**config.mk**
```make
export PLATFORM = sky130hd
export DESIGN_NAME = pcr_event_regs
export DESIGN_NICKNAME = d
export VERILOG_FILES = /design/src/rtl/pcr_pkg.sv /design/src/rtl/pcr_event_regs.sv
export SDC_FILE = /design/constraint.sdc
export NUM_CORES = 1
export LEC_CHECK = 0
export BUFFER_PORTS_ARGS = -buffer_cell sky130_fd_sc_hd__buf_2
export CAP_MARGIN = 20
export CORE_UTILIZATION = 59
export CTS_BUF_LIST = sky130_fd_sc_hd__clkbuf_4 sky130_fd_sc_hd__clkbuf_8
export CTS_CLUSTER_DIAMETER = 60
export DETAILED_ROUTE_END_ITERATION = 12
export GPL_TIMING_DRIVEN = 0
export PLACE_DENSITY = 0.88
export SYNTH_ARGS = -nofsm -noshare
export SYNTH_HDL_FRONTEND = slang
export SYNTH_SLANG_ARGS = --single-unit
```
**constraint.sdc**
```tcl
create_clock -name clk -period 4.6 [get_ports clk]
set_input_delay 0.23 -clock clk [delete_from_list [all_inputs] [get_ports clk]]
set_output_delay 0.23 -clock clk [all_outputs]
set_load 0.1 [all_outputs]
```
**src/rtl/pcr_pkg.sv**
```systemverilog
// package: register map, field positions and carrier types of the copper event register bank
// ****************************************************************************
// Notes on behaviour
// - auto-negotiation error flag latches on resolution, parallel, capability or no-link faults
// - bit 14 latches on speed change, bit 13 on duplex change
// - bit 12 latches on page received, bit 11 on negotiation complete
// - bit 10 latches whenever copper link goes up or down
// - bit 9 latches on symbol error, bit 8 on false carrier
// - bit 6 latches on crossover change, bit 5 on downshift
// - bit 4 latches whenever energy-detect state changes
// - bit 3 latches when pulse exchange ends without a link
// - bit 1 latches on receive polarity change, bit 0 on jabber
// - bits 7 and 2 of event status always read zero
// - each pair's transmit polarity inverts when its control bit is one
// - receive error counter saturates at all ones instead of wrapping
// - counter counts both false carriers and symbol errors
// - eight-bit page select, hardware reset to zero, kept over software reset
// - page select upper byte reads zero
// - writing one to control bit 10 restarts negotiation, then self-clears
// - interrupt raised only for flags whose enable bit is set
// ****************************************************************************
`default_nettype none
package pcr_pkg;
    // register indices; byte address is four times the index
    localparam logic [5:0] PCR_IDX_SOFT_RESET = 6'h00;
    localparam logic [5:0] PCR_IDX_INT_EN     = 6'h12;
    localparam logic [5:0] PCR_IDX_EVT_STATUS = 6'h13;
    localparam logic [5:0] PCR_IDX_TX_POL     = 6'h14;
    localparam logic [5:0] PCR_IDX_RX_ERR     = 6'h15;
    localparam logic [5:0] PCR_IDX_PAGE_SEL   = 6'h16;
    localparam logic [5:0] PCR_IDX_NEG_CTRL   = 6'h19;

    // event-status field positions
    localparam int PCR_B_AN_ERR    = 15;
    localparam int PCR_B_SPEED     = 14;
    localparam int PCR_B_DUPLEX    = 13;
    localparam int PCR_B_PAGE      = 12;
    localparam int PCR_B_AN_DONE   = 11;
    localparam int PCR_B_LINK      = 10;
    localparam int PCR_B_SYMBOL    = 9;
    localparam int PCR_B_FALSE_CAR = 8;
    localparam int PCR_B_RSVD_HI   = 7;
    localparam int PCR_B_MDIX      = 6;
    localparam int PCR_B_DOWNSHIFT = 5;
    localparam int PCR_B_ENERGY    = 4;
    localparam int PCR_B_FLP_NOLNK = 3;
    localparam int PCR_B_RSVD_LO   = 2;
    localparam int PCR_B_POLARITY  = 1;
    localparam int PCR_B_JABBER    = 0;
    localparam logic [15:0] PCR_EVT_MASK = 16'hFF7B;

    // negotiation control, soft reset and page fields
    localparam int PCR_B_RESTART  = 10;
    localparam int PCR_B_GIG_DIS  = 6;
    localparam int PCR_B_LOW_PWR  = 2;
    localparam int PCR_B_SOFT_RST = 15;
    localparam int PCR_PAGE_W     = 8;
    localparam int PCR_PAIRS      = 4;

    localparam logic [15:0] PCR_RST16    = 16'h0000;
    localparam logic [15:0] PCR_CNT_MAX  = 16'hFFFF;
    localparam logic [1:0]  PCR_RESP_OK  = 2'h0;
    localparam logic [1:0]  PCR_RESP_ERR = 2'h2;

    // status levels and event pulses from the copper core, same clock
    typedef struct packed {
        logic       an_ms_fault;
        logic       an_pd_fault;
        logic       an_no_hcc;
        logic       an_no_link;
        logic [1:0] speed;
        logic       duplex_full;
        logic       page_rx;
        logic       an_done;
        logic       link_up;
        logic       sym_err;
        logic       false_carrier;
        logic       mdix;
        logic       downshift;
        logic       energy_sleep;
        logic       link_pulse_burst_no_link;
        logic       rx_pol_rev;
        logic       jabber;
    } pcr_evt_t;

    // controls toward the copper core
    typedef struct packed {
        logic [PCR_PAIRS-1:0]  tx_pol_invert;
        logic [PCR_PAGE_W-1:0] page_sel;
        logic                  gigabit_disable;
        logic                  low_power_link_select;
        logic                  restart_aneg;
        logic                  phy_int;
    } pcr_ctl_t;
endpackage
`default_nettype wire

```
**src/rtl/pcr_event_regs.sv**
```systemverilog
// module: copper event status, polarity, error counter, page and control registers on axi4-lite
//
// The AXI4-Lite slave port was decided locally.
`default_nettype none
module pcr_event_regs
    import pcr_pkg::*;
#(
    parameter int ADDR_W = 8
) (
    input  wire logic              clk,
    input  wire logic              sys_rst,
    input  wire logic [ADDR_W-1:0] s_axi_awaddr,
    input  wire logic              s_axi_awvalid,
    output logic                   s_axi_awready,
    input  wire logic [31:0]       s_axi_wdata,
    input  wire logic [3:0]        s_axi_wstrb,
    input  wire logic              s_axi_wvalid,
    output logic                   s_axi_wready,
    output logic [1:0]             s_axi_bresp,
    output logic                   s_axi_bvalid,
    input  wire logic              s_axi_bready,
    input  wire logic [ADDR_W-1:0] s_axi_araddr,
    input  wire logic              s_axi_arvalid,
    output logic                   s_axi_arready,
    output logic [31:0]            s_axi_rdata,
    output logic [1:0]             s_axi_rresp,
    output logic                   s_axi_rvalid,
    input  wire logic              s_axi_rready,
    input  wire pcr_evt_t          evt_in,
    output pcr_ctl_t               ctl_out
);
    // ************************************************************************
    // helpers
    // ************************************************************************
    function automatic logic [15:0] merge16(input logic [15:0] old_v,
                                            input logic [31:0] d,
                                            input logic [3:0]  s);
        merge16 = {s[1] ? d[15:8] : old_v[15:8], s[0] ? d[7:0] : old_v[7:0]};
    endfunction

    function automatic logic mapped(input logic [5:0] idx);
        mapped = (idx == PCR_IDX_SOFT_RESET) || (idx == PCR_IDX_INT_EN) ||
                 (idx == PCR_IDX_EVT_STATUS) || (idx == PCR_IDX_TX_POL) ||
                 (idx == PCR_IDX_RX_ERR) || (idx == PCR_IDX_PAGE_SEL) ||
                 (idx == PCR_IDX_NEG_CTRL);
    endfunction

    function automatic logic [5:0] word_idx(input logic [ADDR_W-1:0] a);
        word_idx = 6'(a >> 2);
    endfunction
    // ************************************************************************
    // bus slave state
    // ************************************************************************
    logic              awready_r;
    logic              wready_r;
    logic              bvalid_r;
    logic [1:0]        bresp_r;
    logic              arready_r;
    logic              rvalid_r;
    logic [31:0]       rdata_r;
    logic [1:0]        rresp_r;
    logic              aw_hold_r;
    logic              w_hold_r;
    logic [5:0]        wr_idx_r;
    logic              wr_top_r;
    logic [31:0]       wdata_r;
    logic [3:0]        wstrb_r;
    // register state
    logic [15:0]       evt_r;
    logic [15:0]       int_en_r;
    logic [11:0]       tx_pol_hi_r;
    logic [15:0]       rx_err_r;
    pcr_ctl_t          ctl_r;
    logic              sw_rst_r;
    // history of the level inputs for change detection
    logic [1:0]        speed_q_r;
    logic              duplex_q_r;
    logic              link_q_r;
    logic              mdix_q_r;
    logic              energy_q_r;
    logic              pol_q_r;
    logic              hist_ok_r;
    logic              wr_fire;
    logic              ar_fire;
    logic [5:0]        rd_idx;
    logic              rd_top_ok;
    logic              evt_rd;
    logic              cnt_rd;
    logic [15:0]       evt_set;
    logic [15:0]       rd_word;
    logic [1:0]        cnt_inc;
    logic [16:0]       cnt_sum;
    assign wr_fire   = aw_hold_r && w_hold_r && !bvalid_r;
    assign ar_fire   = s_axi_arvalid && arready_r;
    assign rd_idx    = word_idx(s_axi_araddr);
    // only the low eight address bits decode; anything above must be zero
    assign rd_top_ok = (s_axi_araddr >> 8) == '0;
    assign evt_rd    = ar_fire && rd_top_ok && (rd_idx == PCR_IDX_EVT_STATUS);
    assign cnt_rd    = ar_fire && rd_top_ok && (rd_idx == PCR_IDX_RX_ERR);
    // ************************************************************************
    // write channels: address and data accepted in either order
    // ************************************************************************
    always_ff @(posedge clk) begin
        if (sys_rst) begin
            awready_r <= 1'b1;
            aw_hold_r <= 1'b0;
            wr_idx_r  <= 6'h00;
            wr_top_r  <= 1'b0;
        end else if (s_axi_awvalid && awready_r) begin
            awready_r <= 1'b0;
            aw_hold_r <= 1'b1;
            wr_idx_r  <= word_idx(s_axi_awaddr);
            wr_top_r  <= (s_axi_awaddr >> 8) == '0;
        end else if (wr_fire) begin
            aw_hold_r <= 1'b0;
        end else if (bvalid_r && s_axi_bready) begin
            awready_r <= 1'b1;
        end
    end

    always_ff @(posedge clk) begin
        if (sys_rst) begin
            wready_r <= 1'b1;
            w_hold_r <= 1'b0;
            wdata_r  <= 32'h0000_0000;
            wstrb_r  <= 4'h0;
        end else if (s_axi_wvalid && wready_r) begin
            wready_r <= 1'b0;
            w_hold_r <= 1'b1;
            wdata_r  <= s_axi_wdata;
            wstrb_r  <= s_axi_wstrb;
        end else if (wr_fire) begin
            w_hold_r <= 1'b0;
        end else if (bvalid_r && s_axi_bready) begin
            wready_r <= 1'b1;
        end
    end

    always_ff @(posedge clk) begin
        if (sys_rst) begin
            bvalid_r <= 1'b0;
            bresp_r  <= PCR_RESP_OK;
        end else if (wr_fire) begin
            bvalid_r <= 1'b1;
            bresp_r  <= (wr_top_r && mapped(wr_idx_r)) ? PCR_RESP_OK : PCR_RESP_ERR;
        end else if (s_axi_bready) begin
            bvalid_r <= 1'b0;
        end
    end
    // ************************************************************************
    // read channel: data sampled at acceptance, so read-clear sees the same word
    // ************************************************************************
    always_comb begin
        rd_word = 16'h0000;
        case (rd_idx)
            PCR_IDX_INT_EN:     rd_word = int_en_r;
            PCR_IDX_EVT_STATUS: rd_word = evt_r & PCR_EVT_MASK;
            PCR_IDX_TX_POL:     rd_word = {tx_pol_hi_r, ctl_r.tx_pol_invert};
            PCR_IDX_RX_ERR:     rd_word = rx_err_r;
            PCR_IDX_PAGE_SEL:   rd_word = {8'h00, ctl_r.page_sel};
            PCR_IDX_NEG_CTRL: begin
                rd_word[PCR_B_RESTART] = ctl_r.restart_aneg;
                rd_word[PCR_B_GIG_DIS] = ctl_r.gigabit_disable;
                rd_word[PCR_B_LOW_PWR] = ctl_r.low_power_link_select;
            end
            default:            rd_word = 16'h0000;
        endcase
    end

    always_ff @(posedge clk) begin
        if (sys_rst) begin
            arready_r <= 1'b1;
            rvalid_r  <= 1'b0;
            rdata_r   <= 32'h0000_0000;
            rresp_r   <= PCR_RESP_OK;
        end else if (ar_fire) begin
            arready_r <= 1'b0;
            rvalid_r  <= 1'b1;
            rdata_r   <= {16'h0000, rd_top_ok ? rd_word : 16'h0000};
            rresp_r   <= (rd_top_ok && mapped(rd_idx)) ? PCR_RESP_OK : PCR_RESP_ERR;
        end else if (rvalid_r && s_axi_rready) begin
            arready_r <= 1'b1;
            rvalid_r  <= 1'b0;
        end
    end
    // ************************************************************************
    // software reset pulse
    // ************************************************************************
    always_ff @(posedge clk) begin
        if (sys_rst) begin
            sw_rst_r <= 1'b0;
        end else begin
            sw_rst_r <= wr_fire && wr_top_r && (wr_idx_r == PCR_IDX_SOFT_RESET) &&
                        wstrb_r[1] && wdata_r[PCR_B_SOFT_RST];
        end
    end
    // ************************************************************************
    // event detection and latched flags
    // ************************************************************************
    always_ff @(posedge clk) begin
        if (sys_rst) begin
            {speed_q_r, duplex_q_r, link_q_r, mdix_q_r, energy_q_r, pol_q_r} <= 7'h00;
            hist_ok_r <= 1'b0;
        end else begin
            {speed_q_r, duplex_q_r, link_q_r, mdix_q_r, energy_q_r, pol_q_r} <=
                {evt_in.speed, evt_in.duplex_full, evt_in.link_up, evt_in.mdix,
                 evt_in.energy_sleep, evt_in.rx_pol_rev};
            hist_ok_r <= 1'b1;
        end
    end
    // no change is reported until one sample of history exists after reset
    always_comb begin
        evt_set                  = 16'h0000;
        evt_set[PCR_B_AN_ERR]    = evt_in.an_ms_fault || evt_in.an_pd_fault ||
                                   evt_in.an_no_hcc || evt_in.an_no_link;
        evt_set[PCR_B_SPEED]     = hist_ok_r && (evt_in.speed != speed_q_r);
        evt_set[PCR_B_DUPLEX]    = hist_ok_r && (evt_in.duplex_full != duplex_q_r);
        evt_set[PCR_B_PAGE]      = evt_in.page_rx;
        evt_set[PCR_B_AN_DONE]   = evt_in.an_done;
        evt_set[PCR_B_LINK]      = hist_ok_r && (evt_in.link_up != link_q_r);
        evt_set[PCR_B_SYMBOL]    = evt_in.sym_err;
        evt_set[PCR_B_FALSE_CAR] = evt_in.false_carrier;
        evt_set[PCR_B_MDIX]      = hist_ok_r && (evt_in.mdix != mdix_q_r);
        evt_set[PCR_B_DOWNSHIFT] = evt_in.downshift;
        evt_set[PCR_B_ENERGY]    = hist_ok_r && (evt_in.energy_sleep != energy_q_r);
        evt_set[PCR_B_FLP_NOLNK] = evt_in.link_pulse_burst_no_link;
        evt_set[PCR_B_POLARITY]  = hist_ok_r && (evt_in.rx_pol_rev != pol_q_r);
        evt_set[PCR_B_JABBER]    = evt_in.jabber;
    end

    // an event landing in the read-clear cycle stays latched for the next read
    always_ff @(posedge clk) begin
        if (sys_rst || sw_rst_r) begin
            evt_r <= PCR_RST16;
        end else if (evt_rd) begin
            evt_r <= evt_set & PCR_EVT_MASK;
        end else begin
            evt_r <= (evt_r | evt_set) & PCR_EVT_MASK;
        end
    end
    // ************************************************************************
    // receive error counter, kept over software reset
    // ************************************************************************
    assign cnt_inc = {1'b0, evt_in.sym_err} + {1'b0, evt_in.false_carrier};
    assign cnt_sum = {1'b0, cnt_rd ? 16'h0000 : rx_err_r} + {15'h0000, cnt_inc};

    always_ff @(posedge clk) begin
        if (sys_rst) begin
            rx_err_r <= PCR_RST16;
        end else if (cnt_sum[16]) begin
            rx_err_r <= PCR_CNT_MAX;
        end else begin
            rx_err_r <= cnt_sum[15:0];
        end
    end
    // ************************************************************************
    // software-written controls
    // ************************************************************************
    logic wr_ok;
    assign wr_ok = wr_fire && wr_top_r;

    always_ff @(posedge clk) begin
        if (sys_rst) begin
            int_en_r <= PCR_RST16;
        end else if (wr_ok && wr_idx_r == PCR_IDX_INT_EN) begin
            int_en_r <= merge16(int_en_r, wdata_r, wstrb_r) & PCR_EVT_MASK;
        end
    end
    // polarity register and page select are untouched by the software reset
    always_ff @(posedge clk) begin
        if (sys_rst) begin
            tx_pol_hi_r         <= 12'h000;
            ctl_r.tx_pol_invert <= 4'h0;
        end else if (wr_ok && wr_idx_r == PCR_IDX_TX_POL) begin
            {tx_pol_hi_r, ctl_r.tx_pol_invert} <= merge16({tx_pol_hi_r,
                                                  ctl_r.tx_pol_invert}, wdata_r, wstrb_r);
        end
    end
    always_ff @(posedge clk) begin
        if (sys_rst) begin
            ctl_r.page_sel <= 8'h00;
        end else if (wr_ok && wr_idx_r == PCR_IDX_PAGE_SEL && wstrb_r[0]) begin
            ctl_r.page_sel <= wdata_r[7:0];
        end
    end
    always_ff @(posedge clk) begin
        if (sys_rst) begin
            ctl_r.gigabit_disable       <= 1'b0;
            ctl_r.low_power_link_select <= 1'b0;
        end else if (wr_ok && wr_idx_r == PCR_IDX_NEG_CTRL && wstrb_r[0]) begin
            ctl_r.gigabit_disable       <= wdata_r[PCR_B_GIG_DIS];
            ctl_r.low_power_link_select <= wdata_r[PCR_B_LOW_PWR];
        end
    end
    // restart is a one-cycle pulse toward the negotiation engine
    always_ff @(posedge clk) begin
        if (sys_rst || sw_rst_r) begin
            ctl_r.restart_aneg <= 1'b0;
        end else begin
            ctl_r.restart_aneg <= wr_ok && wr_idx_r == PCR_IDX_NEG_CTRL &&
                                  wstrb_r[1] && wdata_r[PCR_B_RESTART];
        end
    end
    always_ff @(posedge clk) begin
        if (sys_rst) begin
            ctl_r.phy_int <= 1'b0;
        end else begin
            ctl_r.phy_int <= |(evt_r & int_en_r);
        end
    end

    assign s_axi_awready = awready_r;
    assign s_axi_wready  = wready_r;
    assign s_axi_bvalid  = bvalid_r;
    assign s_axi_bresp   = bresp_r;
    assign s_axi_arready = arready_r;
    assign s_axi_rvalid  = rvalid_r;
    assign s_axi_rdata   = rdata_r;
    assign s_axi_rresp   = rresp_r;
    assign ctl_out       = ctl_r;
endmodule
`default_nettype wire

```
After elaboration in Yosys (flattened, before gate mapping)
Index checks and enable logic that the tools add are counted.
{ "op_classes": {"muxes": 26, "n_reduce_logical": 60, "eq_ne": 20, "add_sub_neg": 2, "bitwise_logic": 2} }
{ "ops": {"columns": ["op", "n"], "rows": [
  ["== test 6 x 5 -> 1 bit (second input constant)", 12],
  ["two-way mux 16 bit", 3],
  ["case mux 3 bit (5 select lines)", 2],
  ["logical AND 1 bit", 28],
  ["case mux 5 bit (4 select lines)", 1],
  ["adder 16 x 2 -> 17 bit", 1],
  ["bitwise AND 16 bit", 1],
  ["logical OR 1 bit", 16],
  ["bitwise OR 16 bit", 1],
  ["OR reduction 16 bit", 1],
  ["two-way mux 1 bit", 14],
  ["zero test 6 bit", 2],
  ["AND reduction 2 bit", 6],
  ["nonzero test 2 bit", 6],
  ["case mux 2 bit (5 select lines)", 1],
  ["case mux 1 bit (6 select lines)", 1],
  ["!= test 1 bit", 5],
  ["case mux 1 bit (5 select lines)", 1],
  ["two-way mux 2 bit", 2],
  ["!= test 2 x 1 -> 1 bit (second input constant)", 2],
  ["case mux 1 bit (4 select lines)", 1],
  ["adder 1 x 1 -> 2 bit", 1],
  ["!= test 2 bit", 1],
  ["zero test 1 bit", 1]
]} }
{ "totals": {"regBits": 135, "elab_cells": 144} }

Depth between registers and ports, before layout
{ "logic_depth": {"ltp_word": 9, "mapped_depth": 11} }

Worst setup path before layout
OpenSTA, ideal clock, no wires.
{ "synth_path": {"path_kind": "register to register", "start": "register arready_r (netlist: s_axi_arready)", "end": "register rx_err_r[14]", "setup_slack_ps": 1730, "arrival_ps": 2739, "required_time_ps": 4469, "setup_ps": 131, "path_stages_with_launch": 12, "n_path_buf": 1, "synth_period_minus_slack_ps": 2870, "cell_sequence": "dfxtp_1 and4b_1 clkbuf_1 nand2_1 nand2_1 fa_1 inv_1 ha_1 nand4_1 nor4_1 mux2i_1 nor3_1"} }
{ "synth_between": {"elab_chain_cells": 5} }
{ "synth_lines": {"columns": ["element", "line", "text"], "rows": [
  ["start: declaration", "pcr_event_regs.sv:58", "logic arready_r;"],
  ["start signal: assignment", "pcr_event_regs.sv:172", "arready_r <= 1'b1;"],
  ["start signal: assignment", "pcr_event_regs.sv:177", "arready_r <= 1'b0;"],
  ["start signal: assignment", "pcr_event_regs.sv:182", "arready_r <= 1'b1;"],
  ["logical AND 1 bit", "pcr_event_regs.sv:94", "assign ar_fire = s_axi_arvalid && arready_r;"],
  ["logical AND 1 bit", "pcr_event_regs.sv:99", "assign cnt_rd = ar_fire && rd_top_ok && (rd_idx == PCR_IDX_RX_ERR);"],
  ["two-way mux 16 bit", "pcr_event_regs.sv:245", "assign cnt_sum = {1'b0, cnt_rd ? 16'h0000 : rx_err_r} + {15'h0000, cnt_inc};"],
  ["adder 16 x 2 -> 17 bit", "pcr_event_regs.sv:245", null],
  ["two-way mux 16 bit", "pcr_event_regs.sv:250", "end else if (cnt_sum[16]) begin"],
  ["end signal: assignment", "pcr_event_regs.sv:253", "rx_err_r <= cnt_sum[15:0];"],
  ["end: declaration", "pcr_event_regs.sv:72", "logic [15:0] rx_err_r;"]
]} }
No other way between the ends.
A chain may end at the register's enable or synchronous reset.

Worst setup path in the final report
{ "layout_path": {"start": "register arready_r (netlist: s_axi_arready)", "end": "register rx_err_r[6]"} }
The elaborated chain is that of the path after synthesis.

==> summary.md <==
| Metric | Value |
|---|---|
| Fin nets | `853` |
| Final number of setup-violating endpoints | `0` |
| Slew Viols, Final | `0` |
| Seq cells post-synth | `131` |
| First drt pass iteration count | `5` |
| CTS H-tree depth | `4` |
| Width of the die | `100.8 um` |
| Synth cell types | `55` |
| Critical Path Start Type | `flop` |
| Mapped Cells | `648` |
| Clock share of power | `41.4%` |
| Yosys warns | `0` |
| Share of post-route cells with drive strength above 1 | `20.08%` |
| Total track usage | `31.75%` |
| Synth Cell Area | `5762 sq um` |
| Sequential share of the synthesized area | `45.52%` |
| Max FO, Critical Path | `7` |
| Critical path type | `flop to flop` |
| Largest net degree at the start of global routing | `17` |
| Drt initial violations | `417` |
| Die Span Y | `100.8 um` |
| Crit path capture type | `flop` |
| Data required, critical path | `4960 ps` |
| Resized cells post-CTS | `0` |
| Area share of the largest cell type after synthesis | `45.52%` |
| Flop pwr share | `45.7%` |
| FF-to-FF Start | `s_axi_arready$_SDFFE_PP1P_` |
| Initial antenna violation count | `0` |
| Core box area | `9371 sq um` |
| CTS root buf | `clkbuf_8` |
| Vias in the first global route | `5075` |
| Pint | `1.926 mW` |
| RSZ-0062 raised after global routing | `no` |
| Syn_area_per_cell | `8.892 sq um` |
| IO buf count | `90` |
| Cell mode on critical path | `nand2_1` |
| Final Util | `73.54%` |
| # DRC | `0` |
| Final Hold Fails | `0` |
| Status | `finished clean` |
| Logic pwr share | `12.9%` |
| Post-synth ARST share | `0%` |
| DR WL/cell | `17.04 um` |
| Hold Path Origin | `evt_in[10]` |
| Clk_skew | `11.24 ps` |
| Post-Route WL | `15610 um` |
| Worst slew pin tran | `908.1 ps` |
| Final setup TNS | `0 ps` |
| Most common cell after layout, fill and taps aside | `dfxtp_1` |
| Highest-count cells in the layout ignoring fill and taps | `dfxtp_1 (131), buf_2 (97), nand2_1 (69), nor2_1 (66), a21oi_1 (57)` |
| Period minus WS final | `2852 ps` |
| Clock Tree Buf Depth | `2` |
| CP Data Arrival Time | `3210 ps` |
| Number of enable flip-flop cells after synthesis | `0` |
| CTS Hold Bufs | `0` |
| Crit share post-route | `61.99%` |
| Crit path from | `s_axi_arready$_SDFFE_PP1P_` |
| Pwr per Cell Area | `386.1 nW/um^2` |
| Die area | `10160 sq um` |
| LEAKAGE | `3.027 nW` |
| Worst hold path class | `primary input to flop` |
| Grt total ovfl | `0` |
| CP Buf/Inv Count | `2` |
| Cell chain of the critical path | `and4b_1, clkbuf_1, nand2_1, nand2_1, fa_1, inv_1, ha_1, nand4_1, nor2_1, nand3_1, o22ai_1` |
| Top cells by area, synth | `dfxtp_1 (46%), mux2i_1 (9.6%), a21oi_1 (5.0%)` |
| Max-Cap Viols | `0` |
| Final HPWL DP | `11340 um` |
| CTS clk-pin slew, worst paths | `70 ps` |
| Switching Share | `27.61%` |
| Slew HR | `37.89%` |
| Postcts setup bufs | `0` |
| Max Clock Freq | `0.3507 GHz` |
| Net switching power | `0.7348 mW` |
| Max VDD drop | `0.0002509 V` |
| CTS tree | `built` |
| Routability congestion estimate | `0.9384` |
| Final ANT Viol Nets | `0` |
| # diodes | `0` |
| Vias/cell | `5.830` |
| First-pass GRT wire length | `24760 um` |
| Count of clock tree sinks | `131` |
| Via count | `5340` |
| Area leader, netlist | `dfxtp_1` |
| Main synth FF type | `dfxtp_1` |
| Area growth from synthesis to layout | `19.61%` |
| I/O pin cnt | `134` |
| Slowest cell on crit path | `fa_1` |
| Starting Density | `61.48%` |
| CTS Buf Count | `17` |
| Largest delay share family, worst path | `simple AND/OR/NAND/NOR gates` |
| Site Rows | `35` |
| Clock Latency Late Sink | `440 ps` |
| CP max stage delay | `380 ps` |
metrics by stage:
| step | setup WS [ps] | total power [mW] | hold slack, ps | area (sq um) | cells |
|---|---|---|---|---|---|
| finish | 1748 | 2.661 | 14.04 | 6892 | 916 |
| global route | 1417 | 2.740 | 18.44 | 6892 | 916 |
| CTS | 1798 | 2.650 | 11.42 | 6892 | 916 |
| detailed placement | 1737 | 1.576 | 442.6 | 6437 | 884 |
| global placement | 1841 | 1.565 | 440.9 | 6437 | 884 |
| floorplan | 1730 | 1.492 | 347.4 | 5826 | 665 |
path summary, 6_finish.rpt:
| check | endpoint | slack [ps] | depth (start not counted) |
|---|---|---|---|
| worst max-delay path | rx_err_r[6]$_SDFF_PP0_ | 1750 | 11 |
| worst min-delay path | evt_r[12]$_SDFF_PP0_ | 10 | 3 |
| worst max register to register | rx_err_r[6]$_SDFF_PP0_ | 1750 | 11 |
| worst min register to register | s_axi_rdata[11]$_SDFFE_PP0N_ | 460 | 2 |
tightest hold or removal path, stage by stage:
cell	delay, ps
buf_2	80
a21oi_1	30
nor2_1	70
registers in the layout, summed over array words and instances, names as in the netlist, 6 cells and up:
name	cells
ctl_out	16
wdata_r	16
rx_err_r	16
tx_pol_hi_r	12
int_en_r	14
s_axi_rdata	16
wr_idx_r	6
evt_r	14
per-layer routing:
metal  vias to the layer above  GRT usage, %  part of all wire (%)
met5                         -             0                     0
met4                         0         15.05                   3.0
met3                        46         8.044                   7.9
met2                       271         51.74                    47
met1                      2508         39.40                    42
li1                       2515             -                     -
cell usage after synthesis (2+ instances only):
library cell,count
mux2i_1,55
and3_1,2
nand3b_1,2
a221oi_1,9
xnor2_1,9
nor3_1,29
clkbuf_1,28
nor4bb_1,2
a221o_1,2
nor2_1,66
and2_1,5
a22o_1,4
a22oi_1,7
and4b_1,2
buf_1,2
buf_4,19
and2_0,2
nor2b_1,14
xor2_1,11
a31oi_1,3
o2bb2ai_1,2
a2bb2oi_1,2
o22ai_1,4
dfxtp_1,131
a21oi_1,57
nand3_1,17
nor4_1,7
buf_6,2
nand2b_1,3
a222oi_1,2
a211oi_1,6
inv_1,9
nand2_1,69
buf_2,7
a32oi_1,2
a2111oi_0,5
o21ai_0,25
nand4_2,3
nand4_1,6
cell type report:
cell class	count	area, sq um
Timing Repair Buffer	90	450.4
Fill cell	702	2480
Tap cell	129	161.4
Multi-Input combinational cell	467	2856
Inverter	9	33.78
Clock buffer	23	304.0
Clock inverter	9	150.1
Buffer	58	312.8
Sequential cell	131	2623
kinds of logic (layout without fill, tap and decap cells):
kind of cell / count (synthesis) / in the layout / synth area share, %
AOI/OAI and AO/OA: 134 / 134 / 14.59
xor gates and xnor gates: 20 / 20 / 3.040
adders and majority gates: 2 / 2 / 0.5646
buffers and inverters: 67 / 189 / 6.015
DFF: 131 / 131 / 45.52
muxes: 55 / 55 / 9.555
other: 1 / 18 / 0.06508
and+or+nand+nor: 238 / 238 / 20.65
power groups by stage:
stage                     combinational, mW  sequential [mW]  clock (mW)
final                                 0.344             1.22        1.10
after global routing                  0.366             1.22        1.16
after CTS                             0.339             1.21        1.10
after detailed placement              0.337             1.24           0
after global placement                0.329             1.24           0
after floorplan                       0.202             1.29           0
No activity file was read; power rests on OpenSTA's default activity.
